### src/hdl/addr_map_pkg.sv
// Address map constants and carrier types for the system address decoder
// Behaviour
// - Route 0x4000_0000..0x5FFF_FFFF to peripherals
// - Core aligned word-size alias accesses become bit operations
// - Non-core alias access gives bus error
// - Low peripheral megabyte goes through APB bridge; the code routes only its window hits there, the rest gets no target
// - External RAM region has no target
// - External device region has no target
// - Private peripheral region is core only
// - Private region needs privileged mode
// - Vendor region has no target
// - Fetch port serves code via cache
// - Code data port reaches flash and info
// - System port reaches SRAM, APB, AHB areas
// - DMA reaches off-core areas, not private
// - Register address is base plus offset
// - Control, interface, function windows 1KB each
// - Two low-power timers in 4KB windows
// - Low-power UART in 4KB window
// - AES memory mapped on AHB
package addr_map_pkg;

  // ****************************************
  // Requesters and targets
  // ****************************************
  typedef enum logic [1:0] {
    REQ_ICODE,
    REQ_DCODE,
    REQ_SYS,
    REQ_DMA
  } requester_t;

  typedef enum logic [3:0] {
    TGT_NONE,
    TGT_CACHE,
    TGT_FLASH,
    TGT_INFO,
    TGT_SRAM,
    TGT_AES_MEM,
    TGT_AHB_PERIPH,
    TGT_APB,
    TGT_PRIVATE
  } target_t;

  typedef enum logic [3:0] {
    APB_NONE,
    APB_GLOBAL_CONTROL,
    APB_SYSTEM_INTERFACE,
    APB_FUNCTION_CONTROL,
    APB_LP_TIMER_A,
    APB_LP_TIMER_B,
    APB_LP_UART
  } apb_sel_t;

  typedef struct packed {
    logic valid;
    requester_t src;
    logic [31:0] addr;
    logic write;
    logic [1:0] size;
    logic privileged;
  } bus_req_t;

  typedef struct packed {
    logic valid;
    target_t target;
    apb_sel_t apb_sel;
    logic [31:0] addr;
    logic [19:0] offset;
    logic write;
    logic bitband;
    logic [4:0] bit_pos;
    logic error;
  } route_t;

  // ****************************************
  // Regions
  // ****************************************
  localparam logic [31:0] CODE_BASE = 32'h0000_0000;
  localparam logic [31:0] CODE_END = 32'h1FFF_FFFF;
  localparam logic [31:0] INFO_BASE = 32'h1000_0000;
  localparam logic [31:0] INFO_END = 32'h1000_7FFF;
  localparam logic [31:0] FLASH_END = 32'h0005_FFFF;
  localparam logic [31:0] SRAM_BASE = 32'h2000_0000;
  localparam logic [31:0] SRAM_END = 32'h3FFF_FFFF;
  localparam logic [31:0] PERIPH_BASE = 32'h4000_0000;
  localparam logic [31:0] PERIPH_END = 32'h5FFF_FFFF;
  localparam logic [31:0] APB_END = 32'h400F_FFFF;
  localparam logic [31:0] ALIAS_BASE = 32'h4200_0000;
  localparam logic [31:0] ALIAS_END = 32'h43FF_FFFF;
  localparam logic [31:0] AES_MEM_BASE = 32'h4800_0000;
  localparam logic [31:0] AES_MEM_END = 32'h4800_0FFF;
  localparam logic [31:0] EXT_RAM_BASE = 32'h6000_0000;
  localparam logic [31:0] EXT_RAM_END = 32'h9FFF_FFFF;
  localparam logic [31:0] EXT_DEV_BASE = 32'hA000_0000;
  localparam logic [31:0] EXT_DEV_END = 32'hDFFF_FFFF;
  localparam logic [31:0] PRIV_BASE = 32'hE000_0000;
  localparam logic [31:0] PRIV_END = 32'hE00F_FFFF;
  localparam logic [31:0] VENDOR_BASE = 32'hE010_0000;
  localparam logic [31:0] VENDOR_END = 32'hFFFF_FFFF;

  // ****************************************
  // APB windows
  // ****************************************
  localparam int APB_WIN_COUNT = 6;
  localparam logic [31:0] WIN_1K_SIZE = 32'h0000_0400;
  localparam logic [31:0] WIN_4K_SIZE = 32'h0000_1000;
  localparam logic [31:0] GLOBAL_CONTROL_WINDOW = 32'h4000_0000;
  localparam logic [31:0] SYSTEM_INTERFACE_WINDOW = 32'h4000_0400;
  localparam logic [31:0] FUNCTION_CONTROL_WINDOW = 32'h4000_0800;
  localparam logic [31:0] LOW_POWER_TIMER_A_WINDOW = 32'h4011_4000;
  localparam logic [31:0] LOW_POWER_TIMER_B_WINDOW = 32'h4011_5000;
  localparam logic [31:0] LOW_POWER_UART_WINDOW = 32'h4014_5000;

  // Bit-band alias split: byte index and bit number
  localparam int ALIAS_BIT_LSB = 2;
  localparam int ALIAS_BYTE_LSB = 5;
  localparam logic [1:0] SIZE_WORD = 2'h2;

  localparam logic [31:0] APB_BASES [APB_WIN_COUNT] = '{
    GLOBAL_CONTROL_WINDOW, SYSTEM_INTERFACE_WINDOW, FUNCTION_CONTROL_WINDOW,
    LOW_POWER_TIMER_A_WINDOW, LOW_POWER_TIMER_B_WINDOW,
    LOW_POWER_UART_WINDOW
  };
  localparam logic [31:0] APB_SIZES [APB_WIN_COUNT] = '{
    WIN_1K_SIZE, WIN_1K_SIZE, WIN_1K_SIZE,
    WIN_4K_SIZE, WIN_4K_SIZE, WIN_4K_SIZE
  };
  localparam apb_sel_t APB_SELS [APB_WIN_COUNT] = '{
    APB_GLOBAL_CONTROL, APB_SYSTEM_INTERFACE, APB_FUNCTION_CONTROL,
    APB_LP_TIMER_A, APB_LP_TIMER_B, APB_LP_UART
  };

endpackage

### src/hdl/apb_window_decode.sv
// APB peripheral window decoder
`timescale 1ns/1ps
module apb_window_decode
  import addr_map_pkg::*;
(
  input wire logic [31:0] addr,
  output apb_sel_t sel,
  output logic [19:0] offset,
  output logic hit
);

  logic [APB_WIN_COUNT-1:0] match;

  // One comparator pair per window
  genvar g;
  generate
    for (g = 0; g < APB_WIN_COUNT; g++) begin : g_win
      assign match[g] = (addr >= APB_BASES[g]) &&
                        (addr <= APB_BASES[g] + APB_SIZES[g] - 32'h0000_0001);
    end
  endgenerate

  always_comb begin
    sel = APB_NONE;
    offset = 20'h0_0000;
    hit = 1'b0;
    for (int i = 0; i < APB_WIN_COUNT; i++) begin
      if (match[i]) begin
        sel = APB_SELS[i];
        offset = 20'(addr - APB_BASES[i]);
        hit = 1'b1;
      end
    end
  end

endmodule

### src/hdl/region_classify.sv
// Region classifier for one bus request
`timescale 1ns/1ps
module region_classify
  import addr_map_pkg::*;
(
  input wire logic [31:0] addr,
  output logic in_code,
  output logic in_flash,
  output logic in_info,
  output logic in_sram,
  output logic in_periph,
  output logic in_apb,
  output logic in_alias,
  output logic in_aes,
  output logic in_priv,
  output logic in_unimpl
);

  always_comb begin
    in_code = addr <= CODE_END;
    in_flash = addr <= FLASH_END;
    in_info = (addr >= INFO_BASE) && (addr <= INFO_END);
    in_sram = (addr >= SRAM_BASE) && (addr <= SRAM_END);
    in_periph = (addr >= PERIPH_BASE) && (addr <= PERIPH_END);
    in_apb = (addr >= PERIPH_BASE) && (addr <= APB_END);
    in_alias = (addr >= ALIAS_BASE) && (addr <= ALIAS_END);
    in_aes = (addr >= AES_MEM_BASE) && (addr <= AES_MEM_END);
    in_priv = (addr >= PRIV_BASE) && (addr <= PRIV_END);
    in_unimpl = ((addr >= EXT_RAM_BASE) && (addr <= EXT_RAM_END)) ||
                ((addr >= EXT_DEV_BASE) && (addr <= EXT_DEV_END)) ||
                (addr >= VENDOR_BASE);
  end

endmodule

### src/hdl/system_address_decoder.sv
// System address decoder: classifies, checks and routes one request a cycle
`timescale 1ns/1ps
module system_address_decoder
  import addr_map_pkg::*;
(
  input wire logic CLK,
  input wire logic RST_B,
  input wire bus_req_t REQ,
  output route_t ROUTE
);

  // ****************************************
  // Classification
  // ****************************************
  logic in_code, in_flash, in_info, in_sram, in_periph, in_apb;
  logic in_alias, in_aes, in_priv, in_unimpl;
  apb_sel_t apb_sel;
  logic [19:0] apb_off;
  logic apb_hit;
  logic [31:0] bb_addr;
  logic is_core;
  route_t route_r, route_nxt;

  region_classify u_class (
    .addr(REQ.addr),
    .in_code(in_code),
    .in_flash(in_flash),
    .in_info(in_info),
    .in_sram(in_sram),
    .in_periph(in_periph),
    .in_apb(in_apb),
    .in_alias(in_alias),
    .in_aes(in_aes),
    .in_priv(in_priv),
    .in_unimpl(in_unimpl)
  );

  // Alias word maps to byte in base area; bit-band is resolved here
  assign bb_addr = PERIPH_BASE |
    {12'h000, REQ.addr[24:ALIAS_BYTE_LSB]};

  apb_window_decode u_apb (
    .addr(REQ.addr),
    .sel(apb_sel),
    .offset(apb_off),
    .hit(apb_hit)
  );

  assign is_core = REQ.src != REQ_DMA;

  // ****************************************
  // Route decision
  // ****************************************
  always_comb begin
    route_nxt = '0;
    route_nxt.valid = REQ.valid;
    route_nxt.addr = REQ.addr;
    route_nxt.write = REQ.write;
    route_nxt.target = TGT_NONE;
    route_nxt.apb_sel = APB_NONE;
    if (REQ.valid) begin
      case (REQ.src)
        REQ_ICODE: begin
          if (in_code) begin
            route_nxt.target = TGT_CACHE;
          end
        end
        REQ_DCODE: begin
          if (in_info) begin
            route_nxt.target = TGT_INFO;
          end else if (in_flash) begin
            route_nxt.target = TGT_FLASH;
          end
        end
        REQ_SYS, REQ_DMA: begin
          if (in_sram) begin
            route_nxt.target = TGT_SRAM;
          end else if (in_alias) begin
            // Only the core remaps; others see a hole
            if (is_core && REQ.size == SIZE_WORD &&
                REQ.addr[1:0] == 2'h0) begin
              route_nxt.target = TGT_APB;
              route_nxt.bitband = 1'b1;
              route_nxt.addr = {bb_addr[31:2], 2'h0};
              route_nxt.bit_pos = REQ.addr[6:ALIAS_BIT_LSB];
              route_nxt.offset = bb_addr[19:0];
            end
          end else if (apb_hit) begin
            // Bridge windows also sit above the low megabyte
            route_nxt.target = TGT_APB;
            route_nxt.apb_sel = apb_sel;
            route_nxt.offset = apb_off;
          end else if (in_aes) begin
            route_nxt.target = TGT_AES_MEM;
          end else if (in_periph && !in_apb) begin
            route_nxt.target = TGT_AHB_PERIPH;
          end else if (in_priv) begin
            if (REQ.src == REQ_SYS && REQ.privileged) begin
              route_nxt.target = TGT_PRIVATE;
            end
          end else if (in_unimpl) begin
            route_nxt.target = TGT_NONE;
          end
        end
        default: begin
          route_nxt.target = TGT_NONE;
        end
      endcase
      // Error answer and no strobe to any target
      route_nxt.error = route_nxt.target == TGT_NONE;
    end
  end

  always_ff @(posedge CLK) begin
    if (!RST_B) begin
      route_r <= '0;
    end else begin
      route_r <= route_nxt;
    end
  end

  assign ROUTE = route_r;

endmodule

### config.mk
export PLATFORM = sky130hd
export DESIGN_NAME = system_address_decoder
export DESIGN_NICKNAME = d
export VERILOG_FILES = /design/src/hdl/addr_map_pkg.sv /design/src/hdl/apb_window_decode.sv /design/src/hdl/region_classify.sv /design/src/hdl/system_address_decoder.sv
export SDC_FILE = /design/constraint.sdc
export NUM_CORES = 1
export LEC_CHECK = 0
export ABC_AREA = 1
export BUFFER_PORTS_ARGS = -buffer_cell sky130_fd_sc_hd__buf_2
export CAP_MARGIN = 20
export CELL_PAD_IN_SITES_DETAIL_PLACEMENT = 2
export CELL_PAD_IN_SITES_GLOBAL_PLACEMENT = 2
export CORE_MARGIN = 4
export CORE_UTILIZATION = 30
export CTS_CLUSTER_SIZE = 8
export DETAILED_ROUTE_END_ITERATION = 10
export PLACE_DENSITY = 0.84
export SETUP_SLACK_MARGIN = 0.3
export SLEW_MARGIN = 15
export SYNTH_ARGS = -nofsm -noshare
export SYNTH_HDL_FRONTEND = slang
export SYNTH_HIERARCHICAL = 1
export SYNTH_SLANG_ARGS = --single-unit
### constraint.sdc
create_clock -name CLK -period 6 [get_ports CLK]
set_input_delay 0.6 -clock CLK [delete_from_list [all_inputs] [get_ports CLK]]
set_output_delay 0.6 -clock CLK [all_outputs]
set_load 0.01 [all_outputs]
# Yosys cells after proc, flatten, opt, wreduce, memory -nomap -nowiden

Index checks and enable logic that the tools add are counted.

Register bits: 69
Latch bits: 0
Memory bits (writable): 0
Bits in read-only memories: 0
Input bits: 41
Word-level logic and storage cells: 122
Memories: 0

$add $sub $neg: 6
$mul: 0
Divide/modulo/power cells: 0
$lt $le $gt $ge: 26
Equality and inequality tests: 5
Shifts and indexed selects: 0
Mux-type cells: 39
Bitwise operators: 6
Reduce and logical (&&, ||, !) cells: 29

Operators by type and width:

| kind                     | count |
|---|---|
| $le A32 B31 Y1 const B   | 10 |
| $ge A32 B31 Y1 const B   | 8 |
| $mux W52                 | 4 |
| $mux W20                 | 8 |
| $le A32 B29 Y1 const B   | 2 |
| $sub A20 B17 Y20 const B | 2 |
| $ge A32 B29 Y1 const B   | 1 |
| $ge A32 B30 Y1 const B   | 1 |
| $ge A32 B32 Y1 const B   | 1 |
| $le A32 B19 Y1 const B   | 1 |
| $le A32 B30 Y1 const B   | 1 |
| $le A32 B32 Y1 const B   | 1 |
| $mux W32                 | 1 |
| $mux W4                  | 8 |
| $sub A20 B1 Y20 const B  | 1 |
| $sub A20 B11 Y20 const B | 1 |
| $sub A20 B12 Y20 const B | 1 |
| $sub A20 B19 Y20 const B | 1 |
| $logic_and A1 B1 Y1      | 17 |
| $mux W3                  | 4 |
| $pmux W4 S3              | 1 |
| $reduce_or A6 Y1         | 2 |
| $reduce_or A11 Y1        | 1 |
| $mux W1                  | 8 |
| other kinds (14)         | 25 |

# Logic depth before layout (Yosys ltp)

Depth after elaboration: 14
Gate-level depth with buffers: 25

# By module

Netlist, hierarchy kept.

Modules (own cells, without submodules):

| module                 | times used | cells an instance | area an instance (µm²) | seq. area each (µm²) |
|---|---|---|---|---|
| system_address_decoder | 1          | 265               | 2317.2                 | 1381.3 |
| apb_window_decode      | 1          | 366               | 1864.3                 | 0.0 |
| region_classify        | 1          | 63                | 269.0                  | 0.0 |

# Least setup slack after synthesis

No wires, ideal clock.

Kind: input-to-reg
From: input port REQ[18] (netlist name)
To: register route_r (netlist bit ROUTE[0])
Library setup time: 0.064 ns
Data arrival time: 2.898 ns
Data required time: 5.936 ns
Setup slack: 3.038 ns
Stages: 22
Path buffers: 2
Cells stage by stage: clkbuf_1 > inv_1 > ha_1 > nand2_1 > o21bai_1 > nand3_1 > nand2_1 > nand2_2 > nand2_4 > nand2_2 > nor3_4 > buf_6 > inv_2 > nor2_1 > nand2_1 > nor2_1 > inv_1 > nand2_1 > nand2_1 > nand2_1 > nand2_1 > nor2_1

Cells in the longest elaborated chain, start to end: 14

RTL lines:

| element                                          | RTL line                                         | text |
|---|---|---|
| start: declaration                               | system_address_decoder.sv:8                      | `input wire bus_req_t REQ,` |
| $ge A32 B31 Y1 or $le A32 B31 Y1 (tied branches) | apb_window_decode.sv:18, apb_window_decode.sv:19 |  |
| $logic_and A1 B1 Y1                              | apb_window_decode.sv:18                          | `assign match[g] = (addr >= APB_BASES[g]) &&` |
| $mux W1 (5 in a row)                             | apb_window_decode.sv:28                          | `if (match[i]) begin` |
| $mux W1 (*)                                      | apb_window_decode.sv:28                          |  |
| net apb_hit                                      | system_address_decoder.sv:19                     | `logic apb_hit;` |
| $mux W4 (*)                                      | system_address_decoder.sv:88                     | `end else if (apb_hit) begin` |
| $mux W4 (*)                                      | system_address_decoder.sv:78                     | `end else if (in_alias) begin` |
| $mux W4 (*)                                      | system_address_decoder.sv:76                     | `if (in_sram) begin` |
| $pmux W4 S3 (*)                                  | system_address_decoder.sv:62                     | `case (REQ.src)` |
| $mux W4 (*)                                      | system_address_decoder.sv:61                     | `if (REQ.valid) begin` |
| $logic_not A4 Y1 (*)                             | system_address_decoder.sv:110                    | `route_nxt.error = route_nxt.target == TGT_NONE;` |
| end signal: assignment                           | system_address_decoder.sv:118                    | `route_r <= route_nxt;` |
| end: declaration                                 | system_address_decoder.sv:22                     | `route_t route_r, route_nxt;` |

Mark *: on every way through the listed nets, which the timed path passes. The rest lies on a longest branch. The select of a mux whose other input is x is not followed.
A chain may end at the register's enable or synchronous reset.

# Worst setup path in the final report

From: input port REQ[19] (netlist name)
To: register route_r (netlist bit ROUTE[0])

Same word-level chain as after synthesis.

==> metrics.md <==
| Metric | Value |
|---|---|
| Syn avg cell area | `6.44 um2` |
| Pwr per Cell Area | `249 nW/um2` |
| Routed wirelength normalized by instance count | `19.0 um` |
| Type of destination of the critical path | `flop` |
| Detailed Routing Iterations Pass 1 | `4` |
| Total Die Area | `16700 um2` |
| Flip-flop count of the largest register, all copies and words added | `69` |
| Total standard cell area after synthesis | `4410 um2` |
| Final Routed Wirelength | `18600 um` |
| Die Y-Extent | `129 um` |
| Global-route wire length before repair | `28800 um` |
| Ratio of final minimum period to clock period | `62.7%` |
| Overall fraction of global-route tracks in use | `22.3%` |
| Post-DR vias/cell | `4.89` |
| Buffer cell driving the clock tree root | `clkbuf_16` |
| Accumulated negative setup slack | `0 ns` |
| Number of vias after detailed routing | `4788` |
| Max-cap violation count | `0` |
| PostCTS Resize Cnt | `0` |
| Inserted Clock Buffers | `9` |
| Number of hold-repair buffers added at the cts stage | `0` |
| DRC errors left | `0` |
| Final setup violating endpoints | `0` |
| CTS tree | `yes` |
| Fin crit period | `3.76 ns` |
| # clock sinks | `69` |
| Pre-CTS WS | `1.94 ns` |
| CP Data Arrival Time | `4.03 ns` |
| H-tree depth | `3` |
| Number of hold violations in the final report | `0` |
| Antenna viol nets, final | `0` |
| Buffer count from post-CTS setup fixing | `0` |
| Critical path required time | `6.27 ns` |
| Peak Freq | `266 MHz` |
| Antenna violations before repair | `0` |
| Ys Warns | `6` |
| Initial Util | `30.4%` |
| Worst Hold Class | `in -> reg` |
| Width of the die | `129 um` |
| Cells after synthesis | `684` |
| Number of violations reported at the end of detailed-routing iteration 0 | `169` |
| Critical path startpoint category | `input port` |
| Core Area | `14500 um2` |
| Worst IR Drop VDD | `0.122 mV` |
| Transition time of the tightest slew-check pin | `0.959 ns` |
| Site Rows | `44` |
| Setup repair after global routing missed its margin | `no` |
| ANT cells | `0` |
| Ratio of cells with drive above 1 in the final layout | `23.1%` |
| Worst Slack Setup Final | `2.24 ns` |
| Static Leak | `2.95 nW` |
| Final-layout fill cell count | `1822` |
| Port-buffer cells | `109` |
| Top-level I/O count | `110` |
| CTS Buffer Depth | `2` |
| Fin. max-slew vios | `0` |
| Status | `completed` |
| Vias in the first global route | `5187` |
| Final weighted congestion in routability-driven placement | `0.881` |
| DPL Wire Length | `15000 um` |
| Area Growth Syn to Fin | `23.1%` |
| Largest net degree at the start of global routing | `29` |
| Critical path start-end classification | `in -> reg` |
| Layout Nets | `845` |
| Final global-route overflow total | `0` |
| Clock-pin slew on the worst setup and hold paths | `0.06 ns` |
| Post-Synthesis Net Count | `739` |
| Max FO, Critical Path | `13` |
| Relative slew margins | `35.8%` |
[metrics by stage]
stage	hold slack, ns	util (%)	total power [mW]	cell area (um2)	cells
after global placement	0.786	35.1	0.729	5080	963
final	0.460	37.5	1.35	5430	979
after detailed placement	0.803	35.1	0.738	5080	963
after CTS	0.453	37.5	1.36	5430	979
after global routing	0.478	37.5	1.41	5430	979
after floorplan	0.693	-	0.636	4410	684
[final timing paths]
check / end / slack [ns] / startpoint / cells after the start
max: ROUTE[0] / 2.24 / REQ[19] / 20
min: ROUTE[7] / 0.46 / REQ[3] / 3
[worst max-delay path, stage by stage]
cell,delay [ns]
buf_2,0.21
inv_1,0.19
ha_1,0.29
nand2_1,0.10
o21bai_1,0.20
nand3_1,0.13
nand3_1,0.13
nand2_1,0.38
inv_1,0.18
nor3_4,0.60
inv_2,0.17
nor2_1,0.18
nand2_1,0.11
nor2_1,0.15
inv_1,0.07
nand2_1,0.06
nand2_1,0.05
nand2_1,0.07
nand2_1,0.05
nor2_1,0.09
[final cells by class]
| class | instances | area (um2) | area share (%) |
|---|---|---|---|
| clock buffer | 9 | 225 | 4.15 |
| clock inverter | 7 | 121 | 2.24 |
| inverter | 138 | 526 | 9.69 |
| multi-input combinational | 463 | 2400 | 44.2 |
| sequential | 69 | 1380 | 25.5 |
| tap | 184 | 230 | 4.24 |
| timing repair buffer | 109 | 546 | 10.1 |
[power by group]
group          internal (mW)  switching [mW]
Combinational         0.0726           0.176
Clock                  0.409           0.214
Sequential             0.476         0.00461
[layer usage]
layer / track usage (%) / part of all wire, % / up-vias
met5: 0 / 0 / -
met4: 4.45 / 0.96 / 0
met3: 2.72 / 3.5 / 13
met2: 40.2 / 50 / 88
met1: 28.6 / 45 / 2352
li1: - / - / 2335
[placed cells by master (no fill, tap or decap), drive strengths merged]
cell type  count
xor2           8
conb           1
dfxtp         69
a21oi         17
inv          139
clkbuf         9
o21ai         27
nor4           1
clkinv         3
nor2         120
nand3         56
nand3b         3
bufinv         3
nand4         15
nor3          12
buf          109
nand2        163
o22ai         23
o211ai         2
o21bai         1
ha            14
(Power assumes the default switching activity.)
